--- src/ecm_cfg.svh ---
// Address map and reset constants for the echo level monitor register bank.
// Assumes one AXI4-Lite word per 8-bit register, byte address = index * 4.
`ifndef ECM_CFG_SVH
`define ECM_CFG_SVH

// ----------------------------------------
// Bus geometry
// ----------------------------------------
`define ECM_ADDR_W 8
`define ECM_IDX_LSB 2
`define ECM_IDX_W 6
`define ECM_LOC_W 4
`define ECM_RESP_OKAY 2'h0
`define ECM_RESP_SLVERR 2'h2

// ----------------------------------------
// Register indices, first canceller
// ----------------------------------------
`define ECM_FIRST_BASE 6'h0c
`define ECM_FIRST_RX_PEAK_LO 6'h0c
`define ECM_FIRST_RX_PEAK_HI 6'h0d
`define ECM_FIRST_TX_PEAK_LO 6'h0e
`define ECM_FIRST_TX_PEAK_HI 6'h0f
`define ECM_FIRST_ERR_PEAK_LO 6'h10
`define ECM_FIRST_ERR_PEAK_HI 6'h11
`define ECM_FIRST_DT_LO 6'h14
`define ECM_FIRST_DT_HI 6'h15

// ----------------------------------------
// Register indices, second canceller
// ----------------------------------------
`define ECM_SECOND_BASE 6'h2c
`define ECM_SECOND_RX_PEAK_LO 6'h2c
`define ECM_SECOND_RX_PEAK_HI 6'h2d
`define ECM_SECOND_TX_PEAK_LO 6'h2e
`define ECM_SECOND_TX_PEAK_HI 6'h2f
`define ECM_SECOND_ERR_PEAK_LO 6'h30
`define ECM_SECOND_ERR_PEAK_HI 6'h31
`define ECM_SECOND_DT_LO 6'h34
`define ECM_SECOND_DT_HI 6'h35

// ----------------------------------------
// Offsets inside one canceller's block
// ----------------------------------------
`define ECM_LOC_SPAN 4'ha
`define ECM_LOC_RX_LO 4'h0
`define ECM_LOC_RX_HI 4'h1
`define ECM_LOC_TX_LO 4'h2
`define ECM_LOC_TX_HI 4'h3
`define ECM_LOC_ERR_LO 4'h4
`define ECM_LOC_ERR_HI 4'h5
`define ECM_LOC_DT_LO 4'h8
`define ECM_LOC_DT_HI 4'h9

// ----------------------------------------
// Reset values
// ----------------------------------------
`define ECM_DT_HI_RST 8'h48
`define ECM_DT_LO_RST 8'h00
`define ECM_PEAK_RST 16'h0000
`define ECM_BYTE_HI 15:8
`define ECM_BYTE_LO 7:0

`endif

--- src/ecm_pkg.sv ---
// Types shared by the echo level monitor register bank.
// Assumes ecm_cfg.svh supplies all numeric constants.
package ecm_pkg;

	// ----------------------------------------
	// Peak levels of one canceller
	// ----------------------------------------
	typedef struct packed
	{
		logic signed [15:0] rx_in;
		logic signed [15:0] tx_in;
		logic signed [15:0] err;
	} ecm_peak_t;

	// ----------------------------------------
	// Byte access into one canceller block
	// ----------------------------------------
	typedef struct packed
	{
		logic we;
		logic [3:0] idx;
		logic [7:0] data;
	} ecm_regop_t;

endpackage

--- src/ecm_level_monitor_regs.sv ---
// Overview of operation
// - Receive-in peak readable as signed 16-bit value per canceller.
// - Send-in peak readable as signed 16-bit value per canceller.
// - Error signal peak readable as signed 16-bit value per canceller.
// - Each value split into two byte registers, separate pair per canceller.
// - High byte in register two, low byte in register one.
// - Second canceller send peak high byte read-only at 2F.
// - Error peak: second at 31/30, first canceller low byte at 10.
// - Threshold high byte read-write at 15 and 35, reset 48.
// - Combined threshold signed 16-bit, default 4800, maximum 7FFF.
//
// AXI4-Lite register bank for two cancellers' level monitors and thresholds.
// Assumes peak strobes are synchronous to aclk; one transfer of each kind.
`timescale 1ns/1ps
`default_nettype none
`include "ecm_cfg.svh"

module ecm_level_monitor_regs
	import ecm_pkg::*;
(
	input wire logic aclk,
	input wire logic aresetn,
	input wire logic [`ECM_ADDR_W-1:0] s_axi_awaddr,
	input wire logic s_axi_awvalid,
	output logic s_axi_awready,
	input wire logic [31:0] s_axi_wdata,
	input wire logic [3:0] s_axi_wstrb,
	input wire logic s_axi_wvalid,
	output logic s_axi_wready,
	output logic [1:0] s_axi_bresp,
	output logic s_axi_bvalid,
	input wire logic s_axi_bready,
	input wire logic [`ECM_ADDR_W-1:0] s_axi_araddr,
	input wire logic s_axi_arvalid,
	output logic s_axi_arready,
	output logic [31:0] s_axi_rdata,
	output logic [1:0] s_axi_rresp,
	output logic s_axi_rvalid,
	input wire logic s_axi_rready,
	input wire ecm_peak_t first_peak_in,
	input wire logic first_peak_valid,
	input wire ecm_peak_t second_peak_in,
	input wire logic second_peak_valid,
	output logic signed [15:0] first_doubletalk_threshold,
	output logic signed [15:0] second_doubletalk_threshold
);

	// ----------------------------------------
	// Declarations
	// ----------------------------------------
	typedef enum logic [1:0]
	{
		ECM_SEL_NONE = 2'h0,
		ECM_SEL_FIRST = 2'h1,
		ECM_SEL_SECOND = 2'h2
	} ecm_sel_t;

	logic awready_q;
	logic wready_q;
	logic bvalid_q;
	logic [1:0] bresp_q;
	logic arready_q;
	logic rvalid_q;
	logic [1:0] rresp_q;
	logic [7:0] rdata_q;
	logic aw_held_q;
	logic w_held_q;
	logic [`ECM_IDX_W-1:0] waddr_q;
	logic [7:0] wdata_q;
	logic wlane_q;
	logic aw_held_d;
	logic w_held_d;
	logic bvalid_d;
	logic rvalid_d;
	logic aw_fire;
	logic w_fire;
	logic ar_fire;
	logic wr_go;
	ecm_sel_t wsel;
	ecm_sel_t rsel;
	logic [3:0] wloc;
	logic [3:0] rloc;
	ecm_regop_t first_op;
	ecm_regop_t second_op;
	logic [7:0] first_rd;
	logic [7:0] second_rd;
	logic first_rd_hit;
	logic second_rd_hit;
	logic first_wr_hit;
	logic second_wr_hit;
	logic rd_hit;
	logic wr_hit;
	logic [7:0] rd_byte;

	// ----------------------------------------
	// Address decode
	// ----------------------------------------
	// Word index split into canceller and local byte register
	function automatic ecm_sel_t decode_sel(input logic [`ECM_IDX_W-1:0] idx);
		logic [`ECM_IDX_W-1:0] span;
		span = {2'h0, `ECM_LOC_SPAN};
		if (idx >= `ECM_FIRST_BASE && idx < `ECM_FIRST_BASE + span)
		begin
			decode_sel = ECM_SEL_FIRST;
		end
		else if (idx >= `ECM_SECOND_BASE && idx < `ECM_SECOND_BASE + span)
		begin
			decode_sel = ECM_SEL_SECOND;
		end
		else
		begin
			decode_sel = ECM_SEL_NONE;
		end
	endfunction

	function automatic logic [3:0] decode_loc(input logic [`ECM_IDX_W-1:0] idx);
		logic [`ECM_IDX_W-1:0] off;
		off = '0;
		case (decode_sel(idx))
			ECM_SEL_FIRST: off = idx - `ECM_FIRST_BASE;
			ECM_SEL_SECOND: off = idx - `ECM_SECOND_BASE;
			default: off = '0;
		endcase
		decode_loc = off[3:0];
	endfunction

	always_comb
	begin
		wsel = decode_sel(waddr_q);
		wloc = decode_loc(waddr_q);
		rsel = decode_sel(s_axi_araddr[`ECM_ADDR_W-1:`ECM_IDX_LSB]);
		rloc = decode_loc(s_axi_araddr[`ECM_ADDR_W-1:`ECM_IDX_LSB]);
	end

	// ----------------------------------------
	// Write channel handshake
	// ----------------------------------------
	// Address and data are taken in either order and paired here
	assign aw_fire = s_axi_awvalid & awready_q;
	assign w_fire = s_axi_wvalid & wready_q;
	assign wr_go = aw_held_q & w_held_q & ~bvalid_q;

	always_comb
	begin
		aw_held_d = (aw_held_q | aw_fire) & ~wr_go;
		w_held_d = (w_held_q | w_fire) & ~wr_go;
		bvalid_d = wr_go | (bvalid_q & ~s_axi_bready);
	end

	always_ff @(posedge aclk)
	begin
		if (!aresetn)
		begin
			aw_held_q <= 1'b0;
			w_held_q <= 1'b0;
			awready_q <= 1'b0;
			wready_q <= 1'b0;
		end
		else
		begin
			aw_held_q <= aw_held_d;
			w_held_q <= w_held_d;
			awready_q <= ~aw_held_d & ~bvalid_d;
			wready_q <= ~w_held_d & ~bvalid_d;
		end
	end

	always_ff @(posedge aclk)
	begin
		if (!aresetn)
		begin
			waddr_q <= '0;
		end
		else if (aw_fire)
		begin
			waddr_q <= s_axi_awaddr[`ECM_ADDR_W-1:`ECM_IDX_LSB];
		end
	end

	// Registers are eight bits wide, so only the lowest lane matters
	always_ff @(posedge aclk)
	begin
		if (!aresetn)
		begin
			wdata_q <= 8'h00;
			wlane_q <= 1'b0;
		end
		else if (w_fire)
		begin
			wdata_q <= s_axi_wdata[`ECM_BYTE_LO];
			wlane_q <= s_axi_wstrb[0];
		end
	end

	// ----------------------------------------
	// Write response
	// ----------------------------------------
	always_ff @(posedge aclk)
	begin
		if (!aresetn)
		begin
			bvalid_q <= 1'b0;
			bresp_q <= `ECM_RESP_OKAY;
		end
		else
		begin
			bvalid_q <= bvalid_d;
			if (wr_go)
			begin
				bresp_q <= wr_hit ? `ECM_RESP_OKAY : `ECM_RESP_SLVERR;
			end
		end
	end

	// ----------------------------------------
	// Per-canceller write operations
	// ----------------------------------------
	always_comb
	begin
		first_op.we = wr_go & wlane_q & (wsel == ECM_SEL_FIRST);
		first_op.idx = wloc;
		first_op.data = wdata_q;
		second_op.we = wr_go & wlane_q & (wsel == ECM_SEL_SECOND);
		second_op.idx = wloc;
		second_op.data = wdata_q;
	end

	always_comb
	begin
		case (wsel)
			ECM_SEL_FIRST: wr_hit = first_wr_hit;
			ECM_SEL_SECOND: wr_hit = second_wr_hit;
			default: wr_hit = 1'b0;
		endcase
	end

	// ----------------------------------------
	// Canceller register blocks
	// ----------------------------------------
	ecm_canceller_regs u_first
	(
		.aclk(aclk),
		.aresetn(aresetn),
		.peak_in(first_peak_in),
		.peak_valid(first_peak_valid),
		.wr_op(first_op),
		.rd_idx(rloc),
		.rd_data(first_rd),
		.rd_hit(first_rd_hit),
		.wr_hit(first_wr_hit),
		.threshold(first_doubletalk_threshold)
	);

	ecm_canceller_regs u_second
	(
		.aclk(aclk),
		.aresetn(aresetn),
		.peak_in(second_peak_in),
		.peak_valid(second_peak_valid),
		.wr_op(second_op),
		.rd_idx(rloc),
		.rd_data(second_rd),
		.rd_hit(second_rd_hit),
		.wr_hit(second_wr_hit),
		.threshold(second_doubletalk_threshold)
	);

	// ----------------------------------------
	// Read channel
	// ----------------------------------------
	// Data captured at address accept; a later peak refresh shows next read
	assign ar_fire = s_axi_arvalid & arready_q;
	assign rvalid_d = ar_fire | (rvalid_q & ~s_axi_rready);

	always_comb
	begin
		case (rsel)
			ECM_SEL_FIRST:
			begin
				rd_byte = first_rd;
				rd_hit = first_rd_hit;
			end
			ECM_SEL_SECOND:
			begin
				rd_byte = second_rd;
				rd_hit = second_rd_hit;
			end
			default:
			begin
				rd_byte = 8'h00;
				rd_hit = 1'b0;
			end
		endcase
	end

	always_ff @(posedge aclk)
	begin
		if (!aresetn)
		begin
			rvalid_q <= 1'b0;
			arready_q <= 1'b0;
		end
		else
		begin
			rvalid_q <= rvalid_d;
			arready_q <= ~rvalid_d;
		end
	end

	always_ff @(posedge aclk)
	begin
		if (!aresetn)
		begin
			rdata_q <= 8'h00;
			rresp_q <= `ECM_RESP_OKAY;
		end
		else if (ar_fire)
		begin
			rdata_q <= rd_byte;
			rresp_q <= rd_hit ? `ECM_RESP_OKAY : `ECM_RESP_SLVERR;
		end
	end

	// ----------------------------------------
	// Outputs
	// ----------------------------------------
	assign s_axi_awready = awready_q;
	assign s_axi_wready = wready_q;
	assign s_axi_bvalid = bvalid_q;
	assign s_axi_bresp = bresp_q;
	assign s_axi_arready = arready_q;
	assign s_axi_rvalid = rvalid_q;
	assign s_axi_rresp = rresp_q;
	assign s_axi_rdata = {24'h000000, rdata_q};

endmodule // ecm_level_monitor_regs

`default_nettype wire

--- src/ecm_canceller_regs.sv ---
// Byte registers of one canceller: three peak monitors and the threshold.
// Assumes a single clock and writes already decoded to a local index.
`timescale 1ns/1ps
`default_nettype none
`include "ecm_cfg.svh"

module ecm_canceller_regs
	import ecm_pkg::*;
(
	input wire logic aclk,
	input wire logic aresetn,
	input wire ecm_peak_t peak_in,
	input wire logic peak_valid,
	input wire ecm_regop_t wr_op,
	input wire logic [3:0] rd_idx,
	output logic [7:0] rd_data,
	output logic rd_hit,
	output logic wr_hit,
	output logic signed [15:0] threshold
);

	ecm_peak_t peak_q;
	logic [7:0] dt_hi_q;
	logic [7:0] dt_lo_q;

	// ----------------------------------------
	// Peak capture
	// ----------------------------------------
	// Refresh wins over a host write to the error low byte
	always_ff @(posedge aclk)
	begin
		if (!aresetn)
		begin
			peak_q <= '0;
		end
		else if (peak_valid)
		begin
			peak_q <= peak_in;
		end
		else if (wr_op.we && wr_op.idx == `ECM_LOC_ERR_LO)
		begin
			peak_q.err[`ECM_BYTE_LO] <= wr_op.data;
		end
	end

	// ----------------------------------------
	// Double-talk threshold
	// ----------------------------------------
	always_ff @(posedge aclk)
	begin
		if (!aresetn)
		begin
			dt_hi_q <= `ECM_DT_HI_RST;
			dt_lo_q <= `ECM_DT_LO_RST;
		end
		else if (wr_op.we)
		begin
			if (wr_op.idx == `ECM_LOC_DT_HI)
			begin
				dt_hi_q <= wr_op.data;
			end
			if (wr_op.idx == `ECM_LOC_DT_LO)
			begin
				dt_lo_q <= wr_op.data;
			end
		end
	end

	assign threshold = {dt_hi_q, dt_lo_q};

	// ----------------------------------------
	// Byte read mux, high byte at the odd index
	// ----------------------------------------
	always_comb
	begin
		rd_hit = 1'b1;
		case (rd_idx)
			`ECM_LOC_RX_LO: rd_data = peak_q.rx_in[`ECM_BYTE_LO];
			`ECM_LOC_RX_HI: rd_data = peak_q.rx_in[`ECM_BYTE_HI];
			`ECM_LOC_TX_LO: rd_data = peak_q.tx_in[`ECM_BYTE_LO];
			`ECM_LOC_TX_HI: rd_data = peak_q.tx_in[`ECM_BYTE_HI];
			`ECM_LOC_ERR_LO: rd_data = peak_q.err[`ECM_BYTE_LO];
			`ECM_LOC_ERR_HI: rd_data = peak_q.err[`ECM_BYTE_HI];
			`ECM_LOC_DT_LO: rd_data = dt_lo_q;
			`ECM_LOC_DT_HI: rd_data = dt_hi_q;
			default:
			begin
				rd_data = 8'h00;
				rd_hit = 1'b0;
			end
		endcase
	end

	// Read-only bytes still answer OKAY on a write, but store nothing
	always_comb
	begin
		case (wr_op.idx)
			`ECM_LOC_RX_LO,
			`ECM_LOC_RX_HI,
			`ECM_LOC_TX_LO,
			`ECM_LOC_TX_HI,
			`ECM_LOC_ERR_LO,
			`ECM_LOC_ERR_HI,
			`ECM_LOC_DT_LO,
			`ECM_LOC_DT_HI: wr_hit = 1'b1;
			default: wr_hit = 1'b0;
		endcase
	end

endmodule // ecm_canceller_regs

`default_nettype wire

--- config.mk ---
export PLATFORM = sky130hd
export DESIGN_NAME = ecm_level_monitor_regs
export DESIGN_NICKNAME = d
export VERILOG_FILES = /design/src/ecm_pkg.sv /design/src/ecm_level_monitor_regs.sv /design/src/ecm_canceller_regs.sv
export VERILOG_INCLUDE_DIRS = /design/src /design/src/src
export SDC_FILE = /design/constraint.sdc
export NUM_CORES = 1
export LEC_CHECK = 0
export BUFFER_PORTS_ARGS = -buffer_cell sky130_fd_sc_hd__buf_2
export CAP_MARGIN = 10
export CORE_MARGIN = 1
export CORE_UTILIZATION = 58
export CTS_BUF_LIST = sky130_fd_sc_hd__clkbuf_8
export CTS_CLUSTER_DIAMETER = 40
export DETAILED_ROUTE_END_ITERATION = 16
export PLACE_DENSITY = 0.89
export SLEW_MARGIN = 20
export SYNTH_ARGS = -nofsm -noshare
export SYNTH_HDL_FRONTEND = slang
export SYNTH_SLANG_ARGS = --single-unit
--- constraint.sdc ---
create_clock -name aclk -period 4 [get_ports aclk]
set_input_delay 0.8 -clock aclk [delete_from_list [all_inputs] [get_ports aclk]]
set_output_delay 0.8 -clock aclk [all_outputs]
set_load 0.02 [all_outputs]
==> results.txt <==
----------------------------------------------------
[Status]
  Result of the run ... finished clean

[CTS]
  Clock tree from TritonCTS ... done
  Insertion delay to the later sink of the worst-skew pair ... 0.46 ns
  Total clock buffers created by CTS ... 17
  Master cell of the clock root buffer ... sky130_fd_sc_hd__clkbuf_8
  # Post-CTS Setup Buffers ... 0
  Count of hold-fix buffers inserted at cts ... 0
  CTS sink count ... 160
  H-tree depth ... 4
  Number of buffers on the longest clock path ... 2
  Clock-pin transition on the worst setup and hold timing paths ... 0.08 ns
  # resized after CTS ... 0

[Yosys]
  Library cell with the highest instance count after synthesis ... sky130_fd_sc_hd__dfxtp_1
  Main flop type after synthesis ... sky130_fd_sc_hd__dfxtp_1
  Sequential share of the synthesized area ... 0.423
  Avg Inst Size Synth ... 9.55 um^2
  Synthesis warning total ... 0
  Post-synth top cells ... sky130_fd_sc_hd__dfxtp_1 (160), sky130_fd_sc_hd__mux2i_1 (115), sky130_fd_sc_hd__nor2b_1 (84), sky130_fd_sc_hd__nand2_1 (62), sky130_fd_sc_hd__nand3_1 (33)
  Cell type with the largest total area after synthesis ... sky130_fd_sc_hd__dfxtp_1
  Combinational family with the most area after synthesis ... multiplexers
  Adder-cell share of the synthesized area ... 0.00661
  Proportion of synthesized area in mux cells ... 0.183
  Netlist area before placement ... 7570 um^2
  Share of the synthesized area in compound gates (AO/OA/AOI/OAI) ... 0.152
  Flops & latches, synth ... 160
  Fraction of the mapped netlist area in simple logic gates ... 0.167
  Top cell type's share of synthesized area ... 0.423
  Synth Area in XOR/XNOR ... 0
  Synth area leaders ... sky130_fd_sc_hd__dfxtp_1 (42%), sky130_fd_sc_hd__mux2i_1 (15%), sky130_fd_sc_hd__nor2b_1 (6.9%)
  Post-synth EDFFs ... 0
  Proportion of register bits with asynchronous set or reset after synthesis ... 0
  Distinct cell type count after synthesis ... 65
  Syn Inst Count ... 793

[Detailed routing]
  Post-detailed-route DRC marker count ... 0
  Vias per cell ... 5.67
  Mean routed wirelength per cell ... 17.2 um
  1st-iter DRT viols ... 545
  Number of iterations in the first detailed-routing pass ... 5
  Vias after detailed routing ... 6321
  DRT antenna net count ... 0
  Final routed wirelength across all metal layers ... 19100 um

[Cells and area]
  Layout net count ... 1092
  Share of layout cells above drive strength 1 ... 0.249
  Antenna cell count ... 0
  Count of filler cells inserted in the layout ... 1050
  Area growth from synthesis to layout ... 14.3%

[Flow run]
  Max capacitance violation total ... 0

[Setup path]
  Worst endpoint data arrival time ... 3.22 ns
  Most frequent cell on the critical path ... sky130_fd_sc_hd__buf_4
  CP startpoint kind ... primary input
  Startpoint-to-endpoint class of the critical path ... primary input to flip-flop
  Data required, critical path ... 4.34 ns
  Max stage delay on crit path ... 0.47 ns
  Category of the worst setup path capture point ... flip-flop
  Worst path top cell family by delay ... compound AO/OA/AOI/OAI gates
  Cell chain of the critical path ... buf_2, inv_1, ha_1, buf_4, nor2b_1, buf_4, a22o_1, a222oi_1, a31oi_1, a211o_1
  Worst-path cell with the longest stage delay ... sky130_fd_sc_hd__a222oi_1
  Number of buffer and inverter instances along the worst setup path ... 4
  Maximum net fanout on the critical path ... 10

[Placement]
  Count of input and output buffers ... 172
  HPWL after detailed placement ... 13900 um
  Routability congestion estimate ... 0.894

[STA]
  Unrepaired setup endpoints after global routing ... no
  Final hold violation count ... 0
  Total Neg Setup Slack ... 0 ns
  Max-slew violation total from the final report ... 0
  Highest Clock Rate ... 348 MHz
  # setup viols final ... 0
  Final critical delay including setup and external delays ... 2.87 ns
  Rel. slew slack ... 0.361
  Share of the clock period used by the worst path ... 0.719
  Worst Hold Slack ... 0.469 ns
  Post-Route Skew ... 0.00867 ns
  Actual transition at the worst max-transition pin ... 0.956 ns

[Floorplan]
  Core Region ... 12700 um^2
  Die footprint ... 13500 um^2
  Die Width ... 116 um
  Die height ... 116 um
  Starting density of the core ... 0.598
  Placement row count ... 41
  I/O pins ... 230

[Power and ir drop]
  P_leak ... 3.83 nW
  Portion of total power attributed to combinational logic ... 0.136
  Clock power share ... 0.322
  Ratio of total power to cell area ... 366 nW/um^2
  Proportion of power drawn by flip-flops and latches ... 0.542
  Power dissipated by switching net loads ... 844 uW
  P_int ... 2.32 mW
  Peak supply drop ... 0.296 mV
  Switching share of power ... 0.267

[Global routing]
  Wire length of the first global-routing pass ... 29100 um
  Initial antenna violation count ... 0
  Via count of the first global-routing pass ... 5864
  GRT Residual Overflow ... 0
  All-Layer GR Usage ... 0.288
  Maximum number of pins on one net before global-route repair ... 105

[Hold path]
  Path class of the lowest-slack min-delay path ... flip-flop to flip-flop

----------------------------------------------------
## power by group through the flow
stage	registers, mW	clock network (mW)	logic (mW)
floorplan	1.74	0	0.319
global placement	1.75	0	0.416
detailed placement	1.75	0	0.426
CTS	1.71	1.03	0.427
global route	1.72	1.11	0.470
finish	1.71	1.02	0.430
## state kept, by name, summed over array words and instances (netlist names)
register          count
s_axi_bresp           1
u_second.dt_hi_q      8
waddr_q               6
s_axi_arready         1
wdata_q               8
rdata_q               8
aw_held_q             1
s_axi_awready         1
s_axi_wready          1
wlane_q               1
u_second.dt_lo_q      8
s_axi_rvalid          1
s_axi_bvalid          1
w_held_q              1
u_first.dt_hi_q       8
s_axi_rresp           1
u_second.peak_q      48
u_first.peak_q       48
u_first.dt_lo_q       8
## worst paths after layout
check / endpoint / slack (ns) / cells after the start / from
setup / recovery: rdata_q[3] / 1.13 / 10 / s_axi_araddr[5]
hold / removal: u_first.dt_hi_q[5] / 0.47 / 2 / u_first.dt_hi_q[5]
setup reg to reg: u_first.peak_q[7] / 1.54 / 6 / waddr_q[3]
hold reg to reg: u_first.dt_hi_q[5] / 0.47 / 2 / u_first.dt_hi_q[5]
## per-stage QoR
step / utilization / instances / setup slack (ns) / total power [mW] / cell area (um^2)
CTS: 0.683 / 1114 / 1.23 / 3.17 / 8650
global route: 0.683 / 1114 / 1.01 / 3.30 / 8650
floorplan: - / 818 / 1.51 / 2.06 / 7670
global placement: 0.658 / 1084 / 0.778 / 2.16 / 8330
finish: 0.683 / 1114 / 1.13 / 3.16 / 8650
detailed placement: 0.658 / 1084 / 0.748 / 2.18 / 8330
## worst register-to-register path: cells and delay by family (launching register included)
family / cells / cell delay [ns]
DFF: 1 / 0.38
AOI/OAI and AO/OA: 3 / 1.08
and+or+nand+nor: 1 / 0.52
adders and majority gates: 1 / 0.35
buffers and inverters: 1 / 0.06
## final cells by class
type	count	area (um^2)	area share
clock buffers	17	234	0.0270
multi-input cells	565	3950	0.456
clock inverters	13	85.1	0.00983
inverters	6	22.5	0.00260
well taps	172	215	0.0249
flip-flops and latches	160	3200	0.370
repair buffers	181	943	0.109
## metal layers
layer,vias to the layer above,GRT usage,wire (um)
met5,-,0,0
li1,3070,-,-
met4,0,0.143,644
met1,2918,0.358,8290
met2,284,0.448,8650
met3,49,0.0934,1530
## cells by family (layout without fill, tap and decap cells)
logic type,count (synthesis),count (layout)
and+or+nand+nor,238,238
AOI/OAI and AO/OA,161,161
DFF,160,160
muxes,136,136
buffers and inverters,93,217
adders and majority gates,4,4
other,1,26
## cell usage in the layout, fill, tap and decap left out, types with 16 or more instances in the layout
cell type / synthesis / layout
sky130_fd_sc_hd__conb_1: 1 / 26
sky130_fd_sc_hd__a221oi_1: 19 / 19
sky130_fd_sc_hd__dfxtp_1: 160 / 160
sky130_fd_sc_hd__a21oi_1: 19 / 19
sky130_fd_sc_hd__a21boi_0: 18 / 18
sky130_fd_sc_hd__nand2_1: 62 / 62
sky130_fd_sc_hd__o21ai_0: 24 / 24
sky130_fd_sc_hd__mux2i_1: 115 / 115
sky130_fd_sc_hd__nor2b_1: 84 / 84
sky130_fd_sc_hd__mux2_2: 16 / 16
sky130_fd_sc_hd__nand3_1: 33 / 33
sky130_fd_sc_hd__clkbuf_8: 0 / 17
sky130_fd_sc_hd__buf_2: 21 / 171
sky130_fd_sc_hd__nor2_1: 19 / 19
sky130_fd_sc_hd__o21ai_1: 26 / 26
No activity file was read; power rests on OpenSTA's default activity.
